===== src/shared/lest_pkg.sv =====
package lest_pkg;
    localparam int unsigned CLK_HZ          = 125000000;
    localparam int unsigned TIMEOUT_MIN_DEF = 10;
    localparam int unsigned TIMEOUT_MIN_MIN = 1;
    localparam int unsigned TIMEOUT_MIN_MAX = 1500;
    localparam int unsigned SEC_PER_MIN     = 60;
    localparam longint unsigned MIN_CYCLES_DEF = 64'(CLK_HZ) * 64'(SEC_PER_MIN);
    localparam int unsigned POLL_SCANS      = 20;
    localparam logic [11:0] ADDR_CTRL       = 12'h000;
    localparam logic [11:0] ADDR_TIMEOUT    = 12'h004;
    localparam logic [11:0] ADDR_STATUS     = 12'h008;
    localparam logic [11:0] ADDR_IRQ_STAT   = 12'h00C;
    localparam logic [11:0] ADDR_IRQ_EN     = 12'h010;
    localparam logic [11:0] ADDR_IRQ_CLR    = 12'h014;
    localparam logic [11:0] ADDR_STORE      = 12'h018;
    localparam logic [11:0] ADDR_HOURS      = 12'h01C;
    localparam logic [11:0] ADDR_INTERVALS  = 12'h020;
    localparam logic [11:0] ADDR_GOOD       = 12'h024;
    localparam logic [11:0] ADDR_MAXIV      = 12'h028;
    localparam logic [11:0] ADDR_MINIV      = 12'h02C;
    localparam logic [11:0] ADDR_QUALITY    = 12'h030;
    localparam logic [1:0]  RESP_OKAY       = 2'h0;
    localparam logic [1:0]  RESP_SLVERR     = 2'h2;
    localparam int          CTRL_MODE_LSB   = 0;
    localparam int          CTRL_MODE_W     = 3;
    localparam int          STAT_LASER      = 0;
    localparam int          STAT_TIMEOUT    = 1;
    localparam int          STAT_FAULT      = 2;
    localparam int          IRQ_TIMEOUT     = 0;
    localparam int          IRQ_FAULT       = 1;
    localparam int          IRQ_W           = 2;
    localparam logic [31:0] MINIV_RESET     = 32'hFFFFFFFF;
    typedef enum logic [2:0] {
        LEST_MODE_SENSOR,
        LEST_MODE_SERIAL,
        LEST_MODE_POLLING,
        LEST_MODE_FREE_RUN,
        LEST_MODE_PERCENT_EVAL,
        LEST_MODE_ADJUSTING,
        LEST_MODE_CODE_POSITION_LIMIT_DISPLAY,
        LEST_MODE_AUTOMATIC_TUNING_MODE
    } lest_mode_t;
endpackage


===== src/hdl/lest_param_store.sv =====
`timescale 1ns/10ps
`default_nettype none
// permanent store stand-in: contents survive the block's own reset
module lest_param_store (
    input  wire logic        aclk,
    input  wire logic        wr_en,
    input  wire logic [31:0] wr_data,
    output logic [31:0]      rd_data
);
    typedef struct packed {
        logic [31:0] mem;
        logic [31:0] rd;
    } lest_store_state_t;
    lest_store_state_t s_reg;
    lest_store_state_t s_next;
    // no reset on purpose: this is the nonvolatile copy
    always_comb begin
        s_next = s_reg;
        if (wr_en) begin
            s_next.mem = wr_data;
        end
        s_next.rd = s_next.mem;
    end
    always_ff @(posedge aclk) begin
        s_reg <= s_next;
    end
    assign rd_data = s_reg.rd;
endmodule
`default_nettype wire


===== src/hdl/lest_laser_timer.sv =====
// Chosen here: the address map and the AXI4-Lite slave port.
`timescale 1ns/10ps
`default_nettype none
// Operation
// laser follows reading pulse while reading
// force off after continuous pulse timeout
// emit timeout notification to terminal
// stay off until next new pulse
// timeout 1 min to 25 h, or off
// special modes hold laser constantly on
// reflector polling: laser every 20th scan
// malfunction monitor overrides, laser off
// power-up loads last permanently stored set
// daily statistics cleared at every restart; the code sets min_iv to all ones instead
// timeout count restarts at each new pulse
module lest_laser_timer #(
    parameter longint unsigned MIN_CYCLES = lest_pkg::MIN_CYCLES_DEF
) (
    input  wire logic        aclk,
    input  wire logic        aresetn,
    input  wire logic        sensor_pulse,
    input  wire logic        serial_pulse,
    input  wire logic        scan_start,
    input  wire logic        malfunction,
    input  wire logic        good_read,
    input  wire logic [7:0]  ident_quality,
    output logic             laser_enable,
    output logic             timeout_msg,
    output logic             irq,
    input  wire logic [11:0] s_axi_awaddr,
    input  wire logic        s_axi_awvalid,
    output logic             s_axi_awready,
    input  wire logic [31:0] s_axi_wdata,
    input  wire logic [3:0]  s_axi_wstrb,
    input  wire logic        s_axi_wvalid,
    output logic             s_axi_wready,
    output logic [1:0]       s_axi_bresp,
    output logic             s_axi_bvalid,
    input  wire logic        s_axi_bready,
    input  wire logic [11:0] s_axi_araddr,
    input  wire logic        s_axi_arvalid,
    output logic             s_axi_arready,
    output logic [31:0]      s_axi_rdata,
    output logic [1:0]       s_axi_rresp,
    output logic             s_axi_rvalid,
    input  wire logic        s_axi_rready
);
    localparam int IRQ_W_L = lest_pkg::IRQ_W;
    typedef struct packed {
        logic        boot;
        logic [2:0]  mode;
        logic [10:0] tmo_min;
        logic        aw_got;
        logic [11:0] awaddr;
        logic        w_got;
        logic [31:0] wdata;
        logic [3:0]  wstrb;
        logic        bvalid;
        logic [1:0]  bresp;
        logic        rvalid;
        logic [31:0] rdata;
        logic [1:0]  rresp;
        logic        pulse_d;
        logic        tripped;
        logic [32:0] cyc_cnt; // a minute at full rate needs 33 bits
        logic [10:0] min_cnt;
        logic [4:0]  scan_cnt;
        logic        laser;
        logic        msg;
        logic [IRQ_W_L-1:0] irq_stat;
        logic [IRQ_W_L-1:0] irq_en;
        logic [31:0] sec_cyc;
        logic [31:0] hours_sec;
        logic [31:0] intervals;
        logic [31:0] good;
        logic [31:0] iv_len;
        logic [31:0] max_iv;
        logic [31:0] min_iv;
        logic [31:0] qual_sum;
    } lest_state_t;
    localparam logic [32:0] MIN_CYC = 33'(MIN_CYCLES);
    localparam logic [31:0] SEC_CYC = 32'(lest_pkg::CLK_HZ);
    localparam logic [10:0] TMO_DEF = 11'(lest_pkg::TIMEOUT_MIN_DEF);
    localparam logic [10:0] TMO_LO  = 11'(lest_pkg::TIMEOUT_MIN_MIN);
    localparam logic [10:0] TMO_HI  = 11'(lest_pkg::TIMEOUT_MIN_MAX);
    localparam logic [4:0]  POLL_LAST = 5'(lest_pkg::POLL_SCANS - 1);

    lest_state_t s_reg;
    lest_state_t s_next;
    logic        store_wr;
    logic [31:0] store_rd;

    function automatic logic [31:0] merge(input logic [31:0] old, input logic [31:0] d, input logic [3:0] st);
        logic [31:0] r;
        r = old;
        for (int i = 0; i < 4; i++) begin
            if (st[i]) begin
                r[i*8 +: 8] = d[i*8 +: 8];
            end
        end
        return r;
    endfunction

    function automatic logic is_const_on(input logic [2:0] m);
        return (m == lest_pkg::LEST_MODE_FREE_RUN) || (m == lest_pkg::LEST_MODE_PERCENT_EVAL) ||
               (m == lest_pkg::LEST_MODE_ADJUSTING) ||
               (m == lest_pkg::LEST_MODE_CODE_POSITION_LIMIT_DISPLAY) ||
               (m == lest_pkg::LEST_MODE_AUTOMATIC_TUNING_MODE);
    endfunction

    // only the pulse-driven modes carry the safety timeout
    function automatic logic is_timed(input logic [2:0] m);
        return (m == lest_pkg::LEST_MODE_SENSOR) || (m == lest_pkg::LEST_MODE_SERIAL);
    endfunction

    lest_param_store u_store (
        .aclk    (aclk),
        .wr_en   (store_wr),
        .wr_data (s_reg.wdata),
        .rd_data (store_rd)
    );

    logic        pulse;
    logic        pulse_rise;
    logic        do_wr;
    logic [31:0] wv;
    logic [31:0] stat_word;
    logic [IRQ_W_L-1:0] ev;

    always_comb begin
        s_next     = s_reg;
        pulse      = (s_reg.mode == lest_pkg::LEST_MODE_SERIAL) ? serial_pulse : sensor_pulse;
        pulse_rise = pulse && !s_reg.pulse_d;
        do_wr      = s_reg.aw_got && s_reg.w_got && !s_reg.bvalid;
        wv         = 32'h00000000;
        store_wr   = 1'b0;
        ev         = '0;
        s_next.msg = 1'b0;
        s_next.pulse_d = pulse;

        // power-up: take the permanently stored set once
        if (s_reg.boot) begin
            s_next.boot    = 1'b0;
            s_next.mode    = store_rd[2:0];
            s_next.tmo_min = store_rd[18:8];
        end

        // safety timer, minutes counted only while pulse held
        // other modes never trip, so no trip fights a forced-on laser
        if (pulse_rise) begin
            s_next.cyc_cnt = 33'h0;
            s_next.min_cnt = 11'h000;
            s_next.tripped = 1'b0;
        end else if (pulse && !s_reg.tripped && s_reg.tmo_min != 11'h000 && is_timed(s_reg.mode)) begin
            if (s_reg.cyc_cnt == MIN_CYC - 33'h1) begin
                s_next.cyc_cnt = 33'h0;
                s_next.min_cnt = s_reg.min_cnt + 11'h001;
                if (s_reg.min_cnt + 11'h001 >= s_reg.tmo_min) begin
                    s_next.tripped = 1'b1;
                    s_next.msg     = 1'b1;
                    ev[lest_pkg::IRQ_TIMEOUT] = 1'b1;
                end
            end else begin
                s_next.cyc_cnt = s_reg.cyc_cnt + 33'h1;
            end
        end

        if (scan_start) begin
            s_next.scan_cnt = (s_reg.scan_cnt == POLL_LAST) ? 5'h00 : s_reg.scan_cnt + 5'h01;
        end

        // laser decision, malfunction has the last word
        if (malfunction) begin
            s_next.laser = 1'b0;
            ev[lest_pkg::IRQ_FAULT] = 1'b1;
        end else if (is_const_on(s_reg.mode)) begin
            s_next.laser = 1'b1;
        end else if (s_reg.mode == lest_pkg::LEST_MODE_POLLING) begin
            s_next.laser = (s_reg.scan_cnt == POLL_LAST);
        end else begin
            s_next.laser = pulse && !s_next.tripped;
        end

        // daily statistics, volatile
        if (s_reg.sec_cyc == SEC_CYC - 32'h00000001) begin
            s_next.sec_cyc   = 32'h00000000;
            s_next.hours_sec = s_reg.hours_sec + 32'h00000001;
        end else begin
            s_next.sec_cyc = s_reg.sec_cyc + 32'h00000001;
        end
        if (pulse_rise) begin
            s_next.intervals = s_reg.intervals + 32'h00000001;
            s_next.iv_len    = 32'h00000000;
        end else if (pulse) begin
            s_next.iv_len = s_reg.iv_len + 32'h00000001;
        end
        if (!pulse && s_reg.pulse_d) begin
            if (s_reg.iv_len > s_reg.max_iv) s_next.max_iv = s_reg.iv_len;
            if (s_reg.iv_len < s_reg.min_iv) s_next.min_iv = s_reg.iv_len;
        end
        if (good_read) begin
            s_next.good     = s_reg.good + 32'h00000001;
            s_next.qual_sum = s_reg.qual_sum + {24'h000000, ident_quality};
        end

        // write channel
        if (s_axi_awvalid && !s_reg.aw_got) begin
            s_next.aw_got = 1'b1;
            s_next.awaddr = s_axi_awaddr;
        end
        if (s_axi_wvalid && !s_reg.w_got) begin
            s_next.w_got = 1'b1;
            s_next.wdata = s_axi_wdata;
            s_next.wstrb = s_axi_wstrb;
        end
        if (do_wr) begin
            s_next.aw_got = 1'b0;
            s_next.w_got  = 1'b0;
            s_next.bvalid = 1'b1;
            s_next.bresp  = lest_pkg::RESP_OKAY;
            case ({s_reg.awaddr[11:2], 2'b00})
                lest_pkg::ADDR_CTRL: begin
                    wv = merge({29'h0, s_reg.mode}, s_reg.wdata, s_reg.wstrb);
                    s_next.mode = wv[lest_pkg::CTRL_MODE_LSB +: lest_pkg::CTRL_MODE_W];
                end
                lest_pkg::ADDR_TIMEOUT: begin
                    wv = merge({21'h0, s_reg.tmo_min}, s_reg.wdata, s_reg.wstrb);
                    // 0 disables; otherwise clamp into 1 min..25 h
                    if (wv[10:0] == 11'h000) s_next.tmo_min = 11'h000;
                    else if (wv[10:0] > TMO_HI) s_next.tmo_min = TMO_HI;
                    else if (wv[10:0] < TMO_LO) s_next.tmo_min = TMO_LO;
                    else s_next.tmo_min = wv[10:0];
                end
                lest_pkg::ADDR_IRQ_EN: s_next.irq_en = s_reg.wdata[IRQ_W_L-1:0];
                lest_pkg::ADDR_IRQ_CLR: s_next.irq_stat = s_reg.irq_stat & ~s_reg.wdata[IRQ_W_L-1:0];
                lest_pkg::ADDR_STORE: store_wr = 1'b1;
                default: s_next.bresp = lest_pkg::RESP_SLVERR;
            endcase
        end
        if (s_reg.bvalid && s_axi_bready) s_next.bvalid = 1'b0;
        // set wins over clear
        s_next.irq_stat = s_next.irq_stat | ev;

        // read channel
        stat_word = 32'h00000000;
        stat_word[lest_pkg::STAT_LASER]   = s_reg.laser;
        stat_word[lest_pkg::STAT_TIMEOUT] = s_reg.tripped;
        stat_word[lest_pkg::STAT_FAULT]   = malfunction;
        if (s_axi_arvalid && !s_reg.rvalid) begin
            s_next.rvalid = 1'b1;
            s_next.rresp  = lest_pkg::RESP_OKAY;
            case ({s_axi_araddr[11:2], 2'b00})
                lest_pkg::ADDR_CTRL:      s_next.rdata = {29'h0, s_reg.mode};
                lest_pkg::ADDR_TIMEOUT:   s_next.rdata = {21'h0, s_reg.tmo_min};
                lest_pkg::ADDR_STATUS:    s_next.rdata = stat_word;
                lest_pkg::ADDR_IRQ_STAT:  s_next.rdata = {30'h0, s_reg.irq_stat};
                lest_pkg::ADDR_IRQ_EN:    s_next.rdata = {30'h0, s_reg.irq_en};
                lest_pkg::ADDR_IRQ_CLR:   s_next.rdata = 32'h00000000;
                lest_pkg::ADDR_STORE:     s_next.rdata = store_rd;
                lest_pkg::ADDR_HOURS:     s_next.rdata = s_reg.hours_sec;
                lest_pkg::ADDR_INTERVALS: s_next.rdata = s_reg.intervals;
                lest_pkg::ADDR_GOOD:      s_next.rdata = s_reg.good;
                lest_pkg::ADDR_MAXIV:     s_next.rdata = s_reg.max_iv;
                lest_pkg::ADDR_MINIV:     s_next.rdata = s_reg.min_iv;
                lest_pkg::ADDR_QUALITY:   s_next.rdata = s_reg.qual_sum;
                default: begin
                    s_next.rdata = 32'h00000000;
                    s_next.rresp = lest_pkg::RESP_SLVERR;
                end
            endcase
        end else if (s_reg.rvalid && s_axi_rready) begin
            s_next.rvalid = 1'b0;
        end
    end

    // restart clears all volatile counters and stats except min_iv, which is set to all ones
    always_ff @(posedge aclk) begin
        if (!aresetn) begin
            s_reg          <= '0;
            s_reg.boot     <= 1'b1;
            s_reg.tmo_min  <= TMO_DEF;
            s_reg.min_iv   <= lest_pkg::MINIV_RESET;
        end else begin
            s_reg <= s_next;
        end
    end

    assign laser_enable  = s_reg.laser && !malfunction;
    assign timeout_msg   = s_reg.msg;
    assign irq           = |(s_reg.irq_stat & s_reg.irq_en);
    assign s_axi_awready = !s_reg.aw_got;
    assign s_axi_wready  = !s_reg.w_got;
    assign s_axi_bvalid  = s_reg.bvalid;
    assign s_axi_bresp   = s_reg.bresp;
    assign s_axi_arready = !s_reg.rvalid;
    assign s_axi_rvalid  = s_reg.rvalid;
    assign s_axi_rdata   = s_reg.rdata;
    assign s_axi_rresp   = s_reg.rresp;
endmodule
`default_nettype wire


===== config.mk =====
export PLATFORM = sky130hd
export DESIGN_NAME = lest_laser_timer
export DESIGN_NICKNAME = d
export VERILOG_FILES = /design/src/shared/lest_pkg.sv /design/src/hdl/lest_param_store.sv /design/src/hdl/lest_laser_timer.sv
export SDC_FILE = /design/constraint.sdc
export NUM_CORES = 1
export LEC_CHECK = 0
export BUFFER_PORTS_ARGS = -buffer_cell sky130_fd_sc_hd__buf_2
export CAP_MARGIN = 30
export CORE_ASPECT_RATIO = 0.5
export CORE_MARGIN = 5
export CORE_UTILIZATION = 35
export CTS_BUF_LIST = sky130_fd_sc_hd__clkbuf_16
export DETAILED_ROUTE_END_ITERATION = 8
export PLACE_DENSITY = 0.58
export SKIP_CTS_REPAIR_TIMING = 1
export SLEW_MARGIN = 20
export SYNTH_ARGS = -nofsm -noshare
export SYNTH_HDL_FRONTEND = slang
export SYNTH_SLANG_ARGS = --single-unit
export TNS_END_PERCENT = 10

===== constraint.sdc =====
create_clock -name aclk -period 2.4 [get_ports aclk]
set_input_delay 0.12 -clock aclk [delete_from_list [all_inputs] [get_ports aclk]]
set_output_delay 0.12 -clock aclk [all_outputs]
set_load 0.005 [all_outputs]

# After elaboration in Yosys (flattened, before gate mapping)
# Index checks and enable logic that the tools add are counted.
totals:
  inputBits: 80
  out_inout_bits: 44
  reg_bits: 446
op_classes:
  n_eq_ne: 27
  addsub: 9
  n_lt_le_gt_ge: 5
  n_reduce_logical: 46
  bitwise_logic: 5
  mux: 40
ops:
  columns: ["op", "count"]
  rows:
  - ["$pmux W32 S12", 1]
  - ["$add A32 B1 Y32 const B", 5]
  - ["$mux W45", 2]
  - ["$eq A10 B3 Y1 const B", 7]
  - ["$mux W11", 5]
  - ["$eq A10 B4 Y1 const B", 5]
  - ["$add A33 B1 Y33 const B", 1]
  - ["$eq A33 B33 Y1 const B", 1]
  - ["$mux W33", 1]
  - ["$add A32 B8 Y32", 1]
  - ["$eq A32 B27 Y1 const B", 1]
  - ["$gt A32 B32 Y1", 1]
  - ["$lt A32 B32 Y1", 1]
  - ["$mux W8", 3]
  - ["$eq A10 B1 Y1 const B", 2]
  - ["$eq A10 B2 Y1 const B", 2]
  - ["$logic_not A10 Y1", 2]
  - ["$mux W15", 1]
  - ["$mux W3", 5]
  - ["$logic_and A1 B1 Y1", 14]
  - ["$mux W1", 14]
  - ["$mux W14", 1]
  - ["$mux W13", 1]
  - ["$reduce_or A13 Y1", 1]
  - ["other kinds (26)", 54]

# Depth between registers and ports, before layout
# Gate-level depths: netlist of run 1.
logic_depth:
  ltp_word: 11
  ltp_mapped: 10
  mapped_depth_nobuf: 10

# Cells and area by module
# A second synthesis of run 1 with hierarchy kept.
hier_totals:
  cells_unflattened: 2663
  area_unflattened_um2: 22789.4
modules_own_cells:
  columns: ["mod", "area_each_um2", "instances", "cells_per_inst"]
  rows:
  - ["lest_laser_timer", 21828.4, 1, 2631]
  - ["lest_param_store", 960.9, 1, 32]

# Worst setup path after synthesis of run 1
# Ideal clock, no wire load.
synth_path:
  path_type: "reg2reg"
  start: "register s_reg[267] (netlist name)"
  end: "register s_reg[261] (netlist name)"
  required_time_ps: 2341
  path_buffers: 0
  slack_ps: -119
  t_arrival_ps: 2460
  setup_time_ps: 59
  path_stages_with_launch: 11
  cell_sequence: "dfxtp_1 > ha_1 > nand3_1 > nor2_1 > and3_1 > nand3_1 > xnor2_1 > ha_1 > and4_1 > a221oi_1 > o221a_2"
synth_via:
  elab_chain_len: 10
synth_rtl:
  columns: ["item", "line_no", "text"]
  rows:
  - ["start, declared", "lest_laser_timer.sv:88", "lest_state_t s_reg;"]
  - ["start signal, assigned", "lest_laser_timer.sv:284", "s_reg <= s_next;"]
  - ["$add A11 B1 Y11", "lest_laser_timer.sv:158", "if (s_reg.min_cnt + 11'h001 >= s_reg.tmo_min) begin"]
  - ["$ge A11 B11 Y1", "lest_laser_timer.sv:158", null]
  - ["$mux W1", "lest_laser_timer.sv:158", null]
  - ["$mux W1", "lest_laser_timer.sv:155", "if (s_reg.cyc_cnt == MIN_CYC - 33'h1) begin"]
  - ["$mux W45", "lest_laser_timer.sv:154", "end else if (pulse && !s_reg.tripped && s_reg.tmo_min != 11'h000 && is_timed(s_reg.mode)) begin"]
  - ["$mux W45", "lest_laser_timer.sv:150", "if (pulse_rise) begin"]
  - ["$logic_not A1 Y1", "lest_laser_timer.sv:181", "s_next.laser = pulse && !s_next.tripped;"]
  - ["$logic_and A1 B1 Y1", "lest_laser_timer.sv:181", null]
  - ["$mux W1", "lest_laser_timer.sv:178", "end else if (s_reg.mode == lest_pkg::LEST_MODE_POLLING) begin"]
  - ["$mux W1", "lest_laser_timer.sv:176", "end else if (is_const_on(s_reg.mode)) begin"]
# No other way between the ends.
# A chain may end at the register's enable or synchronous reset.

# Worst setup path in the final report of run 1
layout_path:
  start: "register s_reg[33] (netlist name)"
  end: "register s_reg[46] (netlist name)"
layout_via:
  elab_chain_len: 2
layout_rtl:
  columns: ["item", "line_no", "text"]
  rows:
  - ["$lt A32 B32 Y1", "lest_laser_timer.sv:199", "if (s_reg.iv_len < s_reg.min_iv) s_next.min_iv = s_reg.iv_len;"]
  - ["$reduce_and A2 Y1 (no source line)", null, null]
# No other way between the ends.

==> flow_metrics.env, run 1 <==
export IMPL_preCtsSetupSlack_ns=-0.301
export IMPL_detail_route_wirelength_mm=70.3
export IMPL_synth_top_cell_area_share=0.359
export IMPL_synth_edf_count=32
export IMPL_final_non_filler_cells=3853
export IMPL_die_area_mm2=0.0708
export IMPL_worst_slew_pin_slew_ns=0.747
export IMPL_filler_cell_count=6352
export IMPL_p_leak_nw=10.6
export IMPL_grt_start_max_net_pins=105
export IMPL_critPathMaxStageDelay_ns=0.35
export IMPL_die_h_um=191
export IMPL_maximum_fanout_along_the_worst_path=6
export IMPL_synth_distinct_cells=80
export IMPL_start_kind="register"
export IMPL_totalPowerFinal_mw=16.2
export IMPL_violations_in_the_final_reports="negative setup slack"
export IMPL_min_delay_worst_endpoint="s_reg[4]$_SDFFE_PN0P_"
export IMPL_largest_reg_flops=373
export IMPL_grt_overflow_total=0
export IMPL_synthTopCellsByArea="sky130_fd_sc_hd__dfxtp_1, sky130_fd_sc_hd__nand2_1, sky130_fd_sc_hd__ha_1"
export IMPL_timing_final_crit_share=1.02
export IMPL_setup_violators_final=11
export IMPL_synth_cell_area_mm2=0.0228
export IMPL_grt_first_pass_wirelength_mm=106
export IMPL_tritoncts_num_buffers=44
export IMPL_clk_pin_slew_ns=0.06
export IMPL_finalWeightedCongestion=0.915
export IMPL_hold_class="primary input to register"
export IMPL_path_class="register to register"
export IMPL_rr_worst_depth=10
export IMPL_worstSetupEndpointType="register"
export IMPL_routed_wire_length_per_instance_um=18.2
export IMPL_antenna_violating_nets_post_route=0
export IMPL_max_freq_ghz=0.410
export IMPL_post_route_worst_setup_slack_ns=-0.0390
export IMPL_stdcell_area_mm2=0.0281
export IMPL_clockRootBuffer="sky130_fd_sc_hd__clkbuf_16"
export IMPL_initial_core_util=0.352
export IMPL_dpl_cell_area_mm2=0.0256
export IMPL_critical_path_slowest_cell="sky130_fd_sc_hd__a2111oi_4"
export IMPL_grt_antenna_before_repair=2
export IMPL_clock_skew_final_ns=0.0144
export IMPL_die_width_um=371
export IMPL_fin_tns_setup_ns=-0.177
export IMPL_area_used_by_multi_input_combinational_logic_mm2=0.0127
export IMPL_dpl_hpwl_mm=50.8
export IMPL_max_slew_margin=0.500
export IMPL_vdd_drop_max_mv=0.390
export IMPL_fraction_of_final_layout_cells_with_drive_strength_greater_than_1=0.172
export IMPL_power_density_mw_per_mm2=577
export IMPL_global_route_usage_total=0.188
export IMPL_violation_count_after_the_first_detailed_route_iteration=1765
export IMPL_run_status="finished, violations left"
export IMPL_syn_instance_count=2662
export IMPL_number_of_hold_violations_in_the_final_report=0
export IMPL_holdPathStages=3
export IMPL_sequential_cell_area_mm2=0.00919
export IMPL_ys_warnings_count=0
export IMPL_slew_viol_final=0
export IMPL_cell_chain_critical_path="inv_2, ha_4, a2111oi_4, buf_4, o41ai_4, a211o_4, a211oi_4, buf_6, clkbuf_16, o211ai_1"
export IMPL_synth_largest_area_cell="sky130_fd_sc_hd__dfxtp_1"
export IMPL_vias_per_instance=5.31
export IMPL_critPathRequiredTime_ns=2.82
export IMPL_first_global_vias=18843
export IMPL_r2r_setup_slk_ns=-0.04
export IMPL_maxCapViolations=0
export IMPL_cts_buffer_depth=3
export IMPL_h_tree_level_count=2
export IMPL_via_count=20455
export IMPL_period_needed_ns=2.44
export IMPL_worstHoldStart="good_read"
export IMPL_arrival_ns=2.86
export IMPL_io_pins=124
export IMPL_yosys_register_bits=442
export IMPL_async_flop_share=0
export IMPL_clock_sinks=442
export IMPL_grt_setup_unrepaired="true"
export IMPL_clk_insertion_delay_late_ns=0.57
export IMPL_synth_main_ff_cell="sky130_fd_sc_hd__dfxtp_1"
export IMPL_post_place_cells=3702
export IMPL_drt_pass1_iter_count=8
export IMPL_nNetsFinal=3105
export IMPL_drc=0
export IMPL_post_route_util=0.433
export IMPL_areaGrowthSynthToFinish_pct=23.0
export IMPL_post_synth_cell_area_avg_um2=8.58
export IMPL_core_rowCount=66
export IMPL_io_buffers=115
export IMPL_synth_yosys_seq_area_share=0.401
export IMPL_timing_rr_end="s_reg[46]$_SDFFE_PN1P_"
export IMPL_clock_tree_from_tritoncts="done"
export IMPL_core_area_mm2=0.0648
export IMPL_hold_ws_ns=0.0152
export IMPL_regToRegStartpoint="s_reg[33]$_SDFFE_PN1P_"
[synthesized netlist by cell type (5+ instances only)]
| cell | number |
|---|---|
| sky130_fd_sc_hd__a211oi_1 | 5 |
| sky130_fd_sc_hd__or4_1 | 14 |
| sky130_fd_sc_hd__mux4_2 | 11 |
| sky130_fd_sc_hd__a221oi_1 | 18 |
| sky130_fd_sc_hd__a21o_1 | 20 |
| sky130_fd_sc_hd__clkbuf_1 | 121 |
| sky130_fd_sc_hd__buf_4 | 36 |
| sky130_fd_sc_hd__nor4b_1 | 5 |
| sky130_fd_sc_hd__a22o_1 | 18 |
| sky130_fd_sc_hd__nand3b_1 | 6 |
| sky130_fd_sc_hd__nand4_1 | 84 |
| sky130_fd_sc_hd__a2111o_1 | 33 |
| sky130_fd_sc_hd__inv_1 | 140 |
| sky130_fd_sc_hd__or3_1 | 30 |
| sky130_fd_sc_hd__o211ai_1 | 44 |
| sky130_fd_sc_hd__a22oi_1 | 19 |
| sky130_fd_sc_hd__a21oi_1 | 136 |
| sky130_fd_sc_hd__a31oi_1 | 8 |
| sky130_fd_sc_hd__mux2_2 | 5 |
| sky130_fd_sc_hd__nand2_1 | 301 |
| sky130_fd_sc_hd__and4_1 | 24 |
| sky130_fd_sc_hd__and3_1 | 34 |
| sky130_fd_sc_hd__or2_2 | 6 |
| sky130_fd_sc_hd__a32oi_1 | 6 |
| sky130_fd_sc_hd__nor4_1 | 41 |
| sky130_fd_sc_hd__and2_1 | 21 |
| sky130_fd_sc_hd__edfxtp_1 | 32 |
| sky130_fd_sc_hd__o31ai_1 | 9 |
| sky130_fd_sc_hd__o21ai_0 | 81 |
| sky130_fd_sc_hd__nor2_1 | 254 |
| sky130_fd_sc_hd__buf_1 | 7 |
| sky130_fd_sc_hd__buf_2 | 10 |
| sky130_fd_sc_hd__xor2_1 | 105 |
| sky130_fd_sc_hd__mux2i_1 | 76 |
| sky130_fd_sc_hd__nor3_1 | 63 |
| sky130_fd_sc_hd__xnor2_1 | 96 |
| sky130_fd_sc_hd__nand3_1 | 111 |
| sky130_fd_sc_hd__o21a_1 | 7 |
| sky130_fd_sc_hd__nor2b_1 | 18 |
| sky130_fd_sc_hd__ha_1 | 90 |
| sky130_fd_sc_hd__nand2b_1 | 17 |
| sky130_fd_sc_hd__a222oi_1 | 13 |
| sky130_fd_sc_hd__dfxtp_1 | 410 |
| sky130_fd_sc_hd__o22ai_1 | 15 |
[layout make-up]
| type | count | area share |
|---|---|---|
| flip-flops and latches | 442 | 0.327 |
| inverters | 141 | 0.0190 |
| clock inverters | 34 | 0.0111 |
| clock buffers | 45 | 0.0401 |
| well taps | 884 | 0.0394 |
| repair buffers | 399 | 0.110 |
| multi-input cells | 1906 | 0.453 |
| diodes | 2 | 0.000178 |
[worst max-delay path, delay by kind of cell, from the launching register on]
| kind | cells | cell delay (ns) |
|---|---|---|
| buffers and inverters | 4 | 0.58 |
| AOI/OAI and AO/OA | 5 | 1.15 |
| adders and majority gates | 1 | 0.22 |
| DFF | 1 | 0.34 |
[cell usage in the layout (no fill, tap or decap), types with 16 or more instances in the layout]
cell type and instances:
sky130_fd_sc_hd__dfxtp_1 397, sky130_fd_sc_hd__nand2_1 300, sky130_fd_sc_hd__nor2_1 252, sky130_fd_sc_hd__buf_4 211
sky130_fd_sc_hd__inv_1 147, sky130_fd_sc_hd__a21oi_1 132, sky130_fd_sc_hd__buf_2 114, sky130_fd_sc_hd__nand3_1 107
sky130_fd_sc_hd__xor2_1 105, sky130_fd_sc_hd__xnor2_1 95, sky130_fd_sc_hd__nand4_1 84, sky130_fd_sc_hd__ha_1 83
sky130_fd_sc_hd__o21ai_0 75, sky130_fd_sc_hd__mux2i_1 75, sky130_fd_sc_hd__nor3_1 59, sky130_fd_sc_hd__dlygate4sd3_1 53
sky130_fd_sc_hd__clkbuf_16 51, sky130_fd_sc_hd__o211ai_1 44, sky130_fd_sc_hd__nor4_1 35, sky130_fd_sc_hd__a2111o_1 33
sky130_fd_sc_hd__and3_1 32, sky130_fd_sc_hd__edfxtp_1 32, sky130_fd_sc_hd__or3_1 30, sky130_fd_sc_hd__and4_1 23
sky130_fd_sc_hd__and2_1 21, sky130_fd_sc_hd__a21o_1 20, sky130_fd_sc_hd__a22oi_1 19, sky130_fd_sc_hd__a22o_1 18
sky130_fd_sc_hd__a221oi_1 17, sky130_fd_sc_hd__nand2b_1 17, sky130_fd_sc_hd__nor2b_1 16
[per-layer routing]
metal,up-vias,track usage,part of all wire
met5,-,0,0
met3,114,0.0314,0.058
li1,10003,-,-
met1,9810,0.256,0.46
met2,528,0.309,0.46
met4,0,0.0489,0.025
[how the worst max path moves through the flow]
stage,cells past startpoint,slack (ns),to,startpoint
2_1_floorplan,10,-0.02,s_reg[261]$_SDFF_PP0_,s_reg[267]$_SDFFE_PP0P_
3_3_place_gp,9,-0.27,s_reg[33]$_SDFFE_PN1P_,s_reg[33]$_SDFFE_PN1P_
3_5_place_dp,9,-0.30,s_reg[35]$_SDFFE_PN1P_,s_reg[33]$_SDFFE_PN1P_
4_1_cts,9,-0.32,s_reg[46]$_SDFFE_PN1P_,s_reg[33]$_SDFFE_PN1P_
5_1_grt,8,-0.14,s_reg[46]$_SDFFE_PN1P_,s_reg[412]$_SDFFE_PN0P_
6_report,10,-0.04,s_reg[46]$_SDFFE_PN1P_,s_reg[33]$_SDFFE_PN1P_
[cells by family (layout without fill, tap and decap cells)]
family	count (synthesis)	after routing	share of synthesized area
adders and majority gates	91	91	0.0502
buffers and inverters	315	619	0.0582
muxes	92	92	0.0466
AOI/OAI and AO/OA	468	468	0.141
other	1	4	0.000164
and+or+nand+nor	1052	1052	0.226
DFF	442	442	0.401
xor gates and xnor gates	201	201	0.0771
[where the power goes]
part / switching, mW / total (mW) / leakage (nW) / internal, mW
sequential: 0.134 / 7.70 / 3.63 / 7.56
combinational: 0.824 / 1.43 / 6.20 / 0.608
clock: 3.03 / 7.08 / 0.742 / 4.05
total: 3.99 / 16.2 / 10.6 / 12.2
No activity file was read; power rests on OpenSTA's default activity.
==> inputs of run 2 (changes only) <==
--- a/config.mk
+++ b/config.mk
@@ -8,11 +8,11 @@
 export BUFFER_PORTS_ARGS = -buffer_cell sky130_fd_sc_hd__buf_2
 export CAP_MARGIN = 30
 export CORE_ASPECT_RATIO = 0.5
-export CORE_MARGIN = 5
-export CORE_UTILIZATION = 35
+export CORE_MARGIN = 2
+export CORE_UTILIZATION = 56
 export CTS_BUF_LIST = sky130_fd_sc_hd__clkbuf_16
 export DETAILED_ROUTE_END_ITERATION = 8
-export PLACE_DENSITY = 0.58
+export PLACE_DENSITY = 0.83
 export SKIP_CTS_REPAIR_TIMING = 1
 export SLEW_MARGIN = 20
 export SYNTH_ARGS = -nofsm -noshare
==> run 2 against run 1 <==
Clock power fell by 5.5%. Register-to-register slack is essentially flat. Final cell count shrank 10%. Sequential share of layout area rose by 1.2 points. Critical path depth shrank 2. The flow still finishes with violations (negative setup slack). Worst setup slack got worse by 0.0075 ns. Die area shrank 40%. Routed wire length is 2.8% lower. Via count is 5.3% higher. Sequential power about the same.
==> flow_metrics.env, run 2 (synthesized netlist as in run 1, its figures left out) <==
export IMPL_timing_final_crit_share=1.02
export IMPL_path_class="register to register"
export IMPL_run_status="finished, violations left"
export IMPL_worst_slew_pin_slew_ns=0.731
export IMPL_filler_cell_count=3042
export IMPL_clock_tree_from_tritoncts="done"
export IMPL_grtUsageMet2=0.478
export IMPL_global_route_usage_total=0.302
export IMPL_clock_skew_final_ns=0.0285
export IMPL_grt_antenna_before_repair=3
export IMPL_post_place_cells=3326
export IMPL_detail_route_wirelength_mm=68.3
export IMPL_max_freq_ghz=0.409
export IMPL_fin_tns_setup_ns=-0.190
export IMPL_power_density_mw_per_mm2=583
export IMPL_nNetsFinal=3059
export IMPL_finalWeightedCongestion=0.968
export IMPL_globalRouteMet3Util=0.0728
export IMPL_start_kind="register"
export IMPL_cts_buffer_depth=3
export IMPL_max_slew_margin=0.512
export IMPL_clockRootBuffer="sky130_fd_sc_hd__clkbuf_16"
export IMPL_post_route_worst_setup_slack_ns=-0.0464
export IMPL_grt_setup_unrepaired="true"
export IMPL_maximum_fanout_along_the_worst_path=16
export IMPL_drt_pass1_iter_count=8
export IMPL_regToRegStartpoint="s_reg[103]$_SDFFE_PP0P_"
export IMPL_worstSetupEndpointType="register"
export IMPL_die_area_mm2=0.0425
export IMPL_worstHoldStart="good_read"
export IMPL_rr_worst_depth=8
export IMPL_holdPathStages=3
export IMPL_violations_in_the_final_reports="negative setup slack"
export IMPL_fraction_of_final_layout_cells_with_drive_strength_greater_than_1=0.157
export IMPL_cp_startpoint="s_reg[103]$_SDFFE_PP0P_"
export IMPL_die_h_um=147
export IMPL_final_non_filler_cells=3458
export IMPL_core_area_mm2=0.0403
export IMPL_critPathRequiredTime_ns=2.80
export IMPL_mostFrequentLayoutCell="sky130_fd_sc_hd__dfxtp_1"
export IMPL_areaGrowthSynthToFinish_pct=18.5
export IMPL_arrival_ns=2.84
export IMPL_io_pins=124
export IMPL_via_count=21535
export IMPL_tritoncts_num_buffers=41
export IMPL_final_cell_mix="sky130_fd_sc_hd__dfxtp_1, sky130_fd_sc_hd__nand2_1, sky130_fd_sc_hd__nor2_1"
export IMPL_largest_reg_flops=373
export IMPL_first_global_vias=19776
export IMPL_antenna_violating_nets_post_route=0
export IMPL_core_rowCount=52
export IMPL_initial_core_util=0.566
export IMPL_die_width_um=290
export IMPL_clk_pin_slew_ns=0.07
export IMPL_vdd_drop_max_mv=0.482
export IMPL_vias_per_instance=6.23
export IMPL_hold_class="primary input to register"
export IMPL_clock_sinks=442
export IMPL_maxCapViolations=0
export IMPL_violation_count_after_the_first_detailed_route_iteration=2659
export IMPL_grt_busiest_layer="met2"
export IMPL_grt_start_max_net_pins=113
export IMPL_drc=0
export IMPL_dpl_hpwl_mm=47.4
export IMPL_grt_overflow_total=0
export IMPL_h_tree_level_count=2
export IMPL_hold_ws_ns=0.0224
export IMPL_setup_violators_final=14
export IMPL_globalRouteMet1Util=0.399
export IMPL_slew_viol_final=0
export IMPL_io_buffers=115
export IMPL_routed_wire_length_per_instance_um=19.8
export IMPL_grt_first_pass_wirelength_mm=103
export IMPL_period_needed_ns=2.45
export IMPL_p_leak_nw=10.2
export IMPL_clk_insertion_delay_late_ns=0.57
export IMPL_number_of_hold_violations_in_the_final_report=0
-- run 2: metrics by stage --
step                      setup WS (ns)  cell area [um2]  total power, mW  utilization
after floorplan                 -0.0154            22900             8.60            -
after global placement           -0.138            24900             9.04        0.617
after detailed placement         -0.233            24900             9.07        0.617
after CTS                        -0.326            26200             15.6        0.649
after global routing             -0.116            27100             16.2        0.671
final                           -0.0464            27100             15.8        0.671
-- run 2: final cells by class --
type | count | area (um2) | share of cell area
flip-flops and latches | 442 | 9180 | 0.339
clock inverters | 28 | 270 | 0.00998
multi-input cells | 1906 | 12700 | 0.469
repair buffers | 356 | 2670 | 0.0986
inverters | 141 | 534 | 0.0197
clock buffers | 42 | 1050 | 0.0388
well taps | 540 | 676 | 0.0250
diodes | 3 | 7.51 | 0.000277
-- run 2: routing by layer --
metal | up-vias | share of wire | wire length (um)
met5 | - | 0.00022 | 15
met4 | 2 | 0.046 | 3160
met3 | 237 | 0.10 | 6990
met2 | 1109 | 0.46 | 31100
met1 | 10258 | 0.40 | 27100
li1 | 9929 | - | -
-- run 2: worst max-delay path: stages, from the launching register on --
cell	delay, ns
sky130_fd_sc_hd__dfxtp_1	0.43
sky130_fd_sc_hd__ha_4	0.25
sky130_fd_sc_hd__a21oi_2	0.14
sky130_fd_sc_hd__o21a_1	0.18
sky130_fd_sc_hd__o221ai_1	0.14
sky130_fd_sc_hd__a211o_2	0.44
sky130_fd_sc_hd__a211oi_4	0.31
sky130_fd_sc_hd__buf_6	0.23
sky130_fd_sc_hd__o211ai_1	0.14
-- run 2: worst paths after layout --
kind	endpoint	slack, ns
max	s_reg[44]$_SDFFE_PN1P_	-0.05
min	s_reg[4]$_SDFFE_PN0P_	0.02
max reg2reg	s_reg[44]$_SDFFE_PN1P_	-0.05
min reg2reg	u_store.rd_data[18]$_DFFE_PP_	0.43
-- run 2: where the power goes --
| part | total [mW] | internal (mW) | switching (mW) |
|---|---|---|---|
| sequential | 7.70 | 7.56 | 0.143 |
| clock | 6.69 | 3.72 | 2.97 |
| combinational | 1.39 | 0.566 | 0.825 |
